### src/logic/cbr_pkg.sv
// Package of the bridge control register block: offsets, layouts, types.
// Assumes a 16-bit configuration word port and two card sockets.
package cbr_pkg;
    // Configuration offsets, functions 0 and 1
    localparam logic [7:0] CBR_OFS_BRIDGE_CTL = 8'h3E;
    localparam logic [7:0] CBR_OFS_SUBSYS_VENDOR = 8'h40;
    // Bridge control word field positions
    localparam int CBR_BIT_POSTING = 10;
    localparam int CBR_BIT_WIN1_PF = 9;
    localparam int CBR_BIT_WIN0_PF = 8;
    localparam int CBR_BIT_LEGACY_IRQ = 7;
    localparam int CBR_BIT_CARD_RESET = 6;
    localparam int CBR_BIT_MABT_REPORT = 5;
    localparam int CBR_BIT_VGA_FWD = 3;
    localparam int CBR_BIT_ISA_FILTER = 2;
    localparam int CBR_BIT_SYSERR_FWD = 1;
    localparam int CBR_BIT_PARITY_RESP = 0;
    // Reset value and writable masks
    localparam logic [15:0] CBR_CTL_RESET = 16'h0340;
    localparam logic [15:0] CBR_CTL_SOCKET_MASK = 16'h07CF;
    localparam logic [15:0] CBR_CTL_COMMON_MASK = 16'h0020;
    // Arbitrary neutral default for the subsystem vendor word
    localparam logic [15:0] CBR_SVID_RESET = 16'h5A5A;
    // Address ranges for forwarding decisions
    localparam logic [31:0] CBR_ISA_LIMIT = 32'h0001_0000;
    localparam logic [31:0] CBR_VGA_MEM_LO = 32'h000A_0000;
    localparam logic [31:0] CBR_VGA_MEM_HI = 32'h000B_FFFF;
    localparam logic [31:0] CBR_VGA_IO_LO0 = 32'h0000_03B0;
    localparam logic [31:0] CBR_VGA_IO_HI0 = 32'h0000_03BB;
    localparam logic [31:0] CBR_VGA_IO_LO1 = 32'h0000_03C0;
    localparam logic [31:0] CBR_VGA_IO_HI1 = 32'h0000_03DF;

    // Configuration access from the host bus
    typedef struct packed {
        logic wr;
        logic rd;
        logic func;
        logic [7:0] addr;
        logic [1:0] be;
        logic [15:0] wdata;
    } cbr_cfg_s;

    // Per-socket decoded controls
    typedef struct packed {
        logic posting;
        logic win1Pf;
        logic win0Pf;
        logic vgaFwd;
    } cbr_sock_s;
endpackage

### src/logic/cbr_bridge_regs.sv
// Bridge control words and subsystem vendor word of a two-socket bridge.
// Assumes cfg from same-clock host bus logic; card pins are asynchronous.
//
// Function
// - Bits 15 to 11 of the bridge control word read zero, writes ignored.
// - Bit 10 enables burst write posting, one copy per socket.
// - Bit 9 marks memory window 1 prefetchable, resets to 1, per socket.
// - Bit 8 marks memory window 0 prefetchable, resets to 1.
// - Bit 7 routes card interrupts: 0 to PCI outputs, 1 to legacy IRQ.
// - Bit 6 drives card reset while set; resets to 1.
// - Host bus reset also asserts card reset regardless of bit 6.
// - Bit 6 survives host bus reset; only global reset restores it.
// - Bit 5 set makes card master aborts signal target abort and SERR.
// - Bit 5 is one copy shared by both sockets; either function writes it.
// - Bit 4 reads zero and ignores writes.
// - Bit 3 set forwards VGA memory accesses, and VGA I/O accesses while bit 2 is clear, to the card.
// - Bit 2 set blocks last 768 bytes of each 1K ISA I/O block.
// - Bit 1 set forwards card system error to PCI SERR, per socket.
// - Bit 0 set reports card parity errors on parity error pin.
// - Subsystem vendor word writable only while subsys_write_en is 0.
// - Subsystem vendor word sits at offset 40h in functions 0 and 1.
// - Bridge control word at offset 3Eh, reset value 0340h.
`timescale 1ns/1ps
module cbr_bridge_regs
    import cbr_pkg::*;
(
    input wire logic clk,
    input wire logic resetn,
    input wire logic hostBusResetN,
    input wire cbr_cfg_s cfg,
    input wire logic subsysWriteEn,
    input wire logic serrEnable,
    input wire logic [1:0] cardIrqIn,
    input wire logic [1:0] cardSysErrIn,
    input wire logic [1:0] parityErrSeen,
    input wire logic [1:0] masterAbortSeen,
    input wire logic accValid,
    input wire logic accSocket,
    input wire logic accIsIo,
    input wire logic [31:0] accAddr,
    output logic [15:0] rdData_ff,
    output logic rdValid_ff,
    output logic [1:0] cardResetN_ff,
    output cbr_sock_s [1:0] sockCtl_ff,
    output logic [1:0] pciIrq_ff,
    output logic [1:0] legacyIrq_ff,
    output logic pciSerr_ff,
    output logic targetAbort_ff,
    output logic [1:0] cardParityErr_ff,
    output logic accForward_ff,
    output logic accDone_ff
);
    logic [15:0] ctl_ff [2];
    logic mabtReport_ff;
    logic [15:0] svid_ff;
    logic hostRstMeta_ff;
    logic hostRst_ff;
    logic [1:0] irqMeta_ff;
    logic [1:0] irqSync_ff;
    logic [1:0] serrMeta_ff;
    logic [1:0] serrSync_ff;
    logic [15:0] nxt_rdData;
    logic [15:0] beMask;

    // Byte-lane merge of write data into a word under a bit mask
    function automatic logic [15:0] merge(input logic [15:0] old,
                                          input logic [15:0] wd,
                                          input logic [15:0] m);
        merge = (old & ~m) | (wd & m);
    endfunction

    // True when an address falls inside a closed range
    function automatic logic inRange(input logic [31:0] a,
                                     input logic [31:0] lo,
                                     input logic [31:0] hi);
        inRange = (a >= lo) && (a <= hi);
    endfunction

    assign beMask = {{8{cfg.be[1]}}, {8{cfg.be[0]}}};

    // Two-stage synchronisers for pins
    always_ff @(posedge clk or negedge resetn)
    begin
        if (!resetn)
        begin
            hostRstMeta_ff <= 1'b1;
            hostRst_ff <= 1'b1;
            irqMeta_ff <= 2'h0;
            irqSync_ff <= 2'h0;
            serrMeta_ff <= 2'h0;
            serrSync_ff <= 2'h0;
        end
        else
        begin
            hostRstMeta_ff <= ~hostBusResetN;
            hostRst_ff <= hostRstMeta_ff;
            irqMeta_ff <= cardIrqIn;
            irqSync_ff <= irqMeta_ff;
            serrMeta_ff <= cardSysErrIn;
            serrSync_ff <= serrMeta_ff;
        end
    end

    // Per-socket bridge control words, one per function
    always_ff @(posedge clk or negedge resetn)
    begin
        if (!resetn)
        begin
            ctl_ff[0] <= CBR_CTL_RESET;
            ctl_ff[1] <= CBR_CTL_RESET;
        end
        else
        begin
            for (int s = 0; s < 2; s++)
            begin
                if (hostRst_ff)
                begin
                    // Host reset reloads reset values into all but card reset control
                    ctl_ff[s] <= (CBR_CTL_RESET & CBR_CTL_SOCKET_MASK &
                        ~(16'h0001 << CBR_BIT_CARD_RESET)) |
                        (ctl_ff[s] & (16'h0001 << CBR_BIT_CARD_RESET));
                end
                else if (cfg.wr && cfg.func == s[0] &&
                         cfg.addr[7:1] == CBR_OFS_BRIDGE_CTL[7:1])
                begin
                    // Only socket bits change; 15:11 and 4 stay zero
                    ctl_ff[s] <= merge(ctl_ff[s], cfg.wdata,
                        beMask & CBR_CTL_SOCKET_MASK);
                end
            end
        end
    end

    // Shared master abort report bit, written from either function
    always_ff @(posedge clk or negedge resetn)
    begin
        if (!resetn)
            mabtReport_ff <= CBR_CTL_RESET[CBR_BIT_MABT_REPORT];
        else if (hostRst_ff)
            mabtReport_ff <= CBR_CTL_RESET[CBR_BIT_MABT_REPORT];
        else if (cfg.wr && cfg.be[0] &&
                 cfg.addr[7:1] == CBR_OFS_BRIDGE_CTL[7:1])
            mabtReport_ff <= cfg.wdata[CBR_BIT_MABT_REPORT];
    end

    // Subsystem vendor word, shared by both functions
    always_ff @(posedge clk or negedge resetn)
    begin
        if (!resetn)
            svid_ff <= CBR_SVID_RESET;
        else if (cfg.wr && !subsysWriteEn &&
                 cfg.addr[7:1] == CBR_OFS_SUBSYS_VENDOR[7:1])
            svid_ff <= merge(svid_ff, cfg.wdata, beMask);
    end

    // Read data mux
    always_comb
    begin
        nxt_rdData = 16'h0000;
        if (cfg.addr[7:1] == CBR_OFS_BRIDGE_CTL[7:1])
        begin
            nxt_rdData = ctl_ff[cfg.func] & CBR_CTL_SOCKET_MASK;
            nxt_rdData[CBR_BIT_MABT_REPORT] = mabtReport_ff;
        end
        else if (cfg.addr[7:1] == CBR_OFS_SUBSYS_VENDOR[7:1])
            nxt_rdData = svid_ff;
    end

    // Registered read answer, one cycle after the request
    always_ff @(posedge clk or negedge resetn)
    begin
        if (!resetn)
        begin
            rdData_ff <= 16'h0000;
            rdValid_ff <= 1'b0;
        end
        else
        begin
            rdValid_ff <= cfg.rd;
            if (cfg.rd)
                rdData_ff <= nxt_rdData;
        end
    end

    // Card side outputs per socket
    always_ff @(posedge clk or negedge resetn)
    begin
        if (!resetn)
        begin
            cardResetN_ff <= 2'h0;
            sockCtl_ff <= '0;
            pciIrq_ff <= 2'h0;
            legacyIrq_ff <= 2'h0;
            cardParityErr_ff <= 2'h0;
        end
        else
        begin
            for (int s = 0; s < 2; s++)
            begin
                cardResetN_ff[s] <= ~(ctl_ff[s][CBR_BIT_CARD_RESET] |
                    hostRst_ff);
                sockCtl_ff[s].posting <= ctl_ff[s][CBR_BIT_POSTING];
                sockCtl_ff[s].win1Pf <= ctl_ff[s][CBR_BIT_WIN1_PF];
                sockCtl_ff[s].win0Pf <= ctl_ff[s][CBR_BIT_WIN0_PF];
                sockCtl_ff[s].vgaFwd <= ctl_ff[s][CBR_BIT_VGA_FWD];
                pciIrq_ff[s] <= irqSync_ff[s] &
                    ~ctl_ff[s][CBR_BIT_LEGACY_IRQ];
                legacyIrq_ff[s] <= irqSync_ff[s] &
                    ctl_ff[s][CBR_BIT_LEGACY_IRQ];
                cardParityErr_ff[s] <= parityErrSeen[s] &
                    ctl_ff[s][CBR_BIT_PARITY_RESP];
            end
        end
    end

    // Error reporting toward the host bus
    always_ff @(posedge clk or negedge resetn)
    begin
        if (!resetn)
        begin
            pciSerr_ff <= 1'b0;
            targetAbort_ff <= 1'b0;
        end
        else
        begin
            targetAbort_ff <= mabtReport_ff & (|masterAbortSeen);
            pciSerr_ff <= serrEnable & (
                (serrSync_ff[0] & ctl_ff[0][CBR_BIT_SYSERR_FWD]) |
                (serrSync_ff[1] & ctl_ff[1][CBR_BIT_SYSERR_FWD]) |
                (mabtReport_ff & (|masterAbortSeen)));
        end
    end

    // Forwarding decision for host accesses toward a socket
    always_ff @(posedge clk or negedge resetn)
    begin
        if (!resetn)
        begin
            accForward_ff <= 1'b0;
            accDone_ff <= 1'b0;
        end
        else
        begin
            accDone_ff <= accValid;
            if (accValid)
            begin
                if (accIsIo && ctl_ff[accSocket][CBR_BIT_ISA_FILTER] &&
                    accAddr < CBR_ISA_LIMIT && accAddr[9:8] != 2'h0)
                    accForward_ff <= 1'b0;
                else if (ctl_ff[accSocket][CBR_BIT_VGA_FWD] && (accIsIo ?
                    (inRange(accAddr, CBR_VGA_IO_LO0, CBR_VGA_IO_HI0) ||
                     inRange(accAddr, CBR_VGA_IO_LO1, CBR_VGA_IO_HI1)) :
                    inRange(accAddr, CBR_VGA_MEM_LO, CBR_VGA_MEM_HI)))
                    accForward_ff <= 1'b1;
                else
                    accForward_ff <= 1'b0;
            end
        end
    end
endmodule // cbr_bridge_regs

### config.mk
export PLATFORM = sky130hd
export DESIGN_NAME = cbr_bridge_regs
export DESIGN_NICKNAME = d
export VERILOG_FILES = /design/src/logic/cbr_pkg.sv /design/src/logic/cbr_bridge_regs.sv
export SDC_FILE = /design/constraint.sdc
export NUM_CORES = 1
export LEC_CHECK = 0
export BUFFER_PORTS_ARGS = -buffer_cell sky130_fd_sc_hd__buf_2
export CAP_MARGIN = 10
export CORE_MARGIN = 2
export CORE_UTILIZATION = 45
export DETAILED_ROUTE_END_ITERATION = 12
export GPL_ROUTABILITY_DRIVEN = 0
export PLACE_DENSITY = 0.76
export SLEW_MARGIN = 20
export SYNTH_ARGS = -nofsm -noshare
export SYNTH_HDL_FRONTEND = slang
export SYNTH_SLANG_ARGS = --single-unit
### constraint.sdc
create_clock -name clk -period 1.2 [get_ports clk]
set_clock_uncertainty 0.05 [all_clocks]
set_input_delay 0.18 -clock clk [delete_from_list [all_inputs] [get_ports clk]]
set_output_delay 0.18 -clock clk [all_outputs]
set_load 0.01 [all_outputs]
==> run_results.csv <==
group,metric,value,unit
detailed_routing,ant_nets,0,
global_route,antenna_found_initial,0,
critical_path,start_kind,"input port",
synth,synth.largest_area_cell,"dfrtp_1",
timing,finalCritPeriodShare,136,%
placed_design,dpl_cell_area,4130,sq um
critical_path,cp.arrival,1.83,ns
global_route,grt_start_max_net_pins,83,
clock_network,cts_buffers,9,
clock_network,path_clk_slew,0.08,ns
floorplan,die_x,89.4,um
pwr,irDropWorstVdd,0.667,mV
critical_path,critPathBufInv,2,
placed_design,numPortBuffers,110,
final_layout,drive_above_1_share,55.0,%
floorplan,start_util,46.0,%
final_layout,ff_latch_area,2070,sq um
final_layout,syn_to_final_growth,45.6,%
floorplan,die_h,89.4,um
final_layout,fin_area,4780,sq um
placed_design,hpwl,5200,um
pwr,powerDensity,1140,nW/um^2
synth,syn-instance-count,259,
detailed_routing,drc,0,
detailed_routing,first_pass_iters,4,
clock_network,cts_sinks,82,
global_route,grt_pass1_vias,2575,
timing,rsz0062_at_grt,"true",
synth,ys_types,35,
outcome,violations,"setup timing",
outcome,outcome,"finished, violations left",
timing,setup_ws,-0.437,ns
timing,slew_headroom,72.2,%
critical_path,cp_data_required_time,1.40,ns
critical_path,critPathMaxStageDelay,0.53,ns
pwr,cellLeakagePower,2.29,nW
critical_path,crit_chain,"buf_6 -> or4b_4 -> nor4_4 -> or3b_1 -> buf_6 -> mux2_4",
synth,avgSynthCellArea,12.7,sq um
timing,hold_slack,0.0137,ns
timing,fin_crit,1.64,ns
global_route,grt_overflow,0,
synth,syn_nets,336,
synth,seq_area_frac_synth,63.2,%
clock_network,clock_path_buffers,2,
critical_path,critical_path.most_common_cell,"buf_6",
critical_path,critPathSlowestCell,"or4b_4",
global_route,grt_use_total,20.4,%
clock_network,cts_root_buffer,"clkbuf_8",
job,cap_violations,0,
worst_hold_path,hp-class,"input port to flop",
floorplan,dieArea,7990,sq um
final_layout,layout_common_cells,"buf_2, dfrtp_1, nor2_1",
detailed_routing,vias,2548,
detailed_routing,wire_per_inst,15.5,um
synth,ys_top_cells_by_area,"dfrtp_1, dfstp_2, mux2_2",
critical_path,crit_type,"input port to flop",
global_route,grt_pass1_wl,12000,um
final_layout,diodes,0,
floorplan,io_pins,114,
detailed_routing,vias_per_cell,4.95,
critical_path,critPathTopFamily,"simple AND/OR/NAND/NOR gates",
timing,worst_pin_slew,0.417,ns
floorplan,core_area,7140,sq um
final_layout,nFillCells,565,
final_layout,finalNonFillerCells,515,
synth,synth_area,3280,sq um
final_layout,multiInputGateArea,1300,sq um
critical_path,path_max_fanout,8,
pwr,total_power,5.45,mW
timing,hold_violations,0,
placed_design,dp_cells,477,
final_layout,final_common_cell,"buf_2",
floorplan,row_count,31,
critical_path,cp-end-kind,"flop",
clock_network,clock_latency,0.36,ns
synth,synth_top_area_share,50.3,%
timing,final-setup-viol-count,34,
timing,fmax,611,MHz
timing,drv_slew,0,
clock_network,h-tree-depth,3,
synth,ys_ff_latch,82,
clock_network,cts_tree,"done",
final_layout,fin_nets,488,
detailed_routing,drt_iter0_drc,114,
synth,ys_warn_count,0,
detailed_routing,wl,8000,um
synth_stat cells:
library cell,count
a22oi_1,10
o21ai_0,6
nand3b_1,1
mux2_2,19
or4b_2,1
nor2_1,33
o22ai_1,1
and2_1,5
nand4b_1,1
mux2i_1,14
or4b_4,1
a21oi_1,15
nand2_1,4
nor4b_1,2
o21a_1,1
nand3_1,8
a211oi_1,1
nand4bb_1,1
o41ai_1,1
or4_1,1
dfrtp_1,66
buf_4,1
nor2b_1,4
inv_1,11
or3b_1,1
nor4_1,4
mux2_4,8
nor4_2,1
nor3_1,5
clkbuf_1,11
dfstp_2,16
nor4_4,1
a221oi_1,1
a31oi_1,2
a22o_1,1
worst reg2reg max path, stage by stage, from the launching register on:
cell and delay (ns):
dfrtp_1 0.38, buf_4 0.13, mux2_2 0.27, a22oi_2 0.15, a21oi_1 0.08
layout make-up:
| class | count | area share (%) |
|---|---|---|
| inverters | 11 | 0.865 |
| clock inverters | 6 | 1.52 |
| multi-input cells | 154 | 27.2 |
| well taps | 99 | 2.59 |
| clock buffers | 10 | 2.88 |
| repair buffers | 153 | 21.5 |
| flip-flops and latches | 82 | 43.4 |
metal layers:
metal  vias up  global-route usage [%]  routed length, um
met4         0                    11.4                179
met1      1239                    25.5               3370
met5         -                       0                  0
met2        78                    32.7               4130
li1       1215                       -                  -
met3        16                    4.52                326
final timing paths:
path | start | end | slack, ns | cells past startpoint
worst max-delay path | cfg[21] | flop | -0.44 | 6
worst min-delay path | cfg[13] | flop | 0.01 | 2
worst max register to register | ctl_ff[18] | rdData_ff[2] | 0.02 | 4
worst min register to register | serrMeta_ff[0] | serrSync_ff[0] | 0.30 | 0
max in group asynchronous | resetn | hostRstMeta_ff | 0.40 | 3
min in group asynchronous | resetn | pciIrq_ff[0] | 0.32 | 3
power by group:
group	switching (mW)	internal [mW]	total [mW]
combinational	0.245	0.246	0.491
sequential	0.0358	2.84	2.87
clock	1.05	1.04	2.09
per-stage QoR:
stage	setup slack, ns	setup TNS, ns	util (%)
3_5_place_dp	-0.850	-27.59	57.9
6_report	-0.437	-9.35	66.9
3_3_place_gp	-0.826	-26.25	57.9
2_1_floorplan	-0.809	-21.96	-
5_1_grt	-0.442	-10.14	66.9
4_1_cts	-0.432	-7.37	63.2
timing repair:
item,CTS,global route
hold endpoints to repair,78,0
pin swaps,2,24
buffers inserted,0,8
gates cloned,0,1
resized for setup,7,42
endpoints found under the setup margin,46,47
hold buffers,13,0
cells by family (layout without fill, tap and decap cells):
family	count (synthesis)	in the layout	share of synthesized area [%]
AND/OR/NAND/NOR	74	74	12.3
multiplexers	41	41	14.5
buffers and inverters	23	180	2.75
flip-flops	82	82	63.2
AO/OA/AOI/OAI	39	39	7.32
Power figures use the tool's default switching activity.
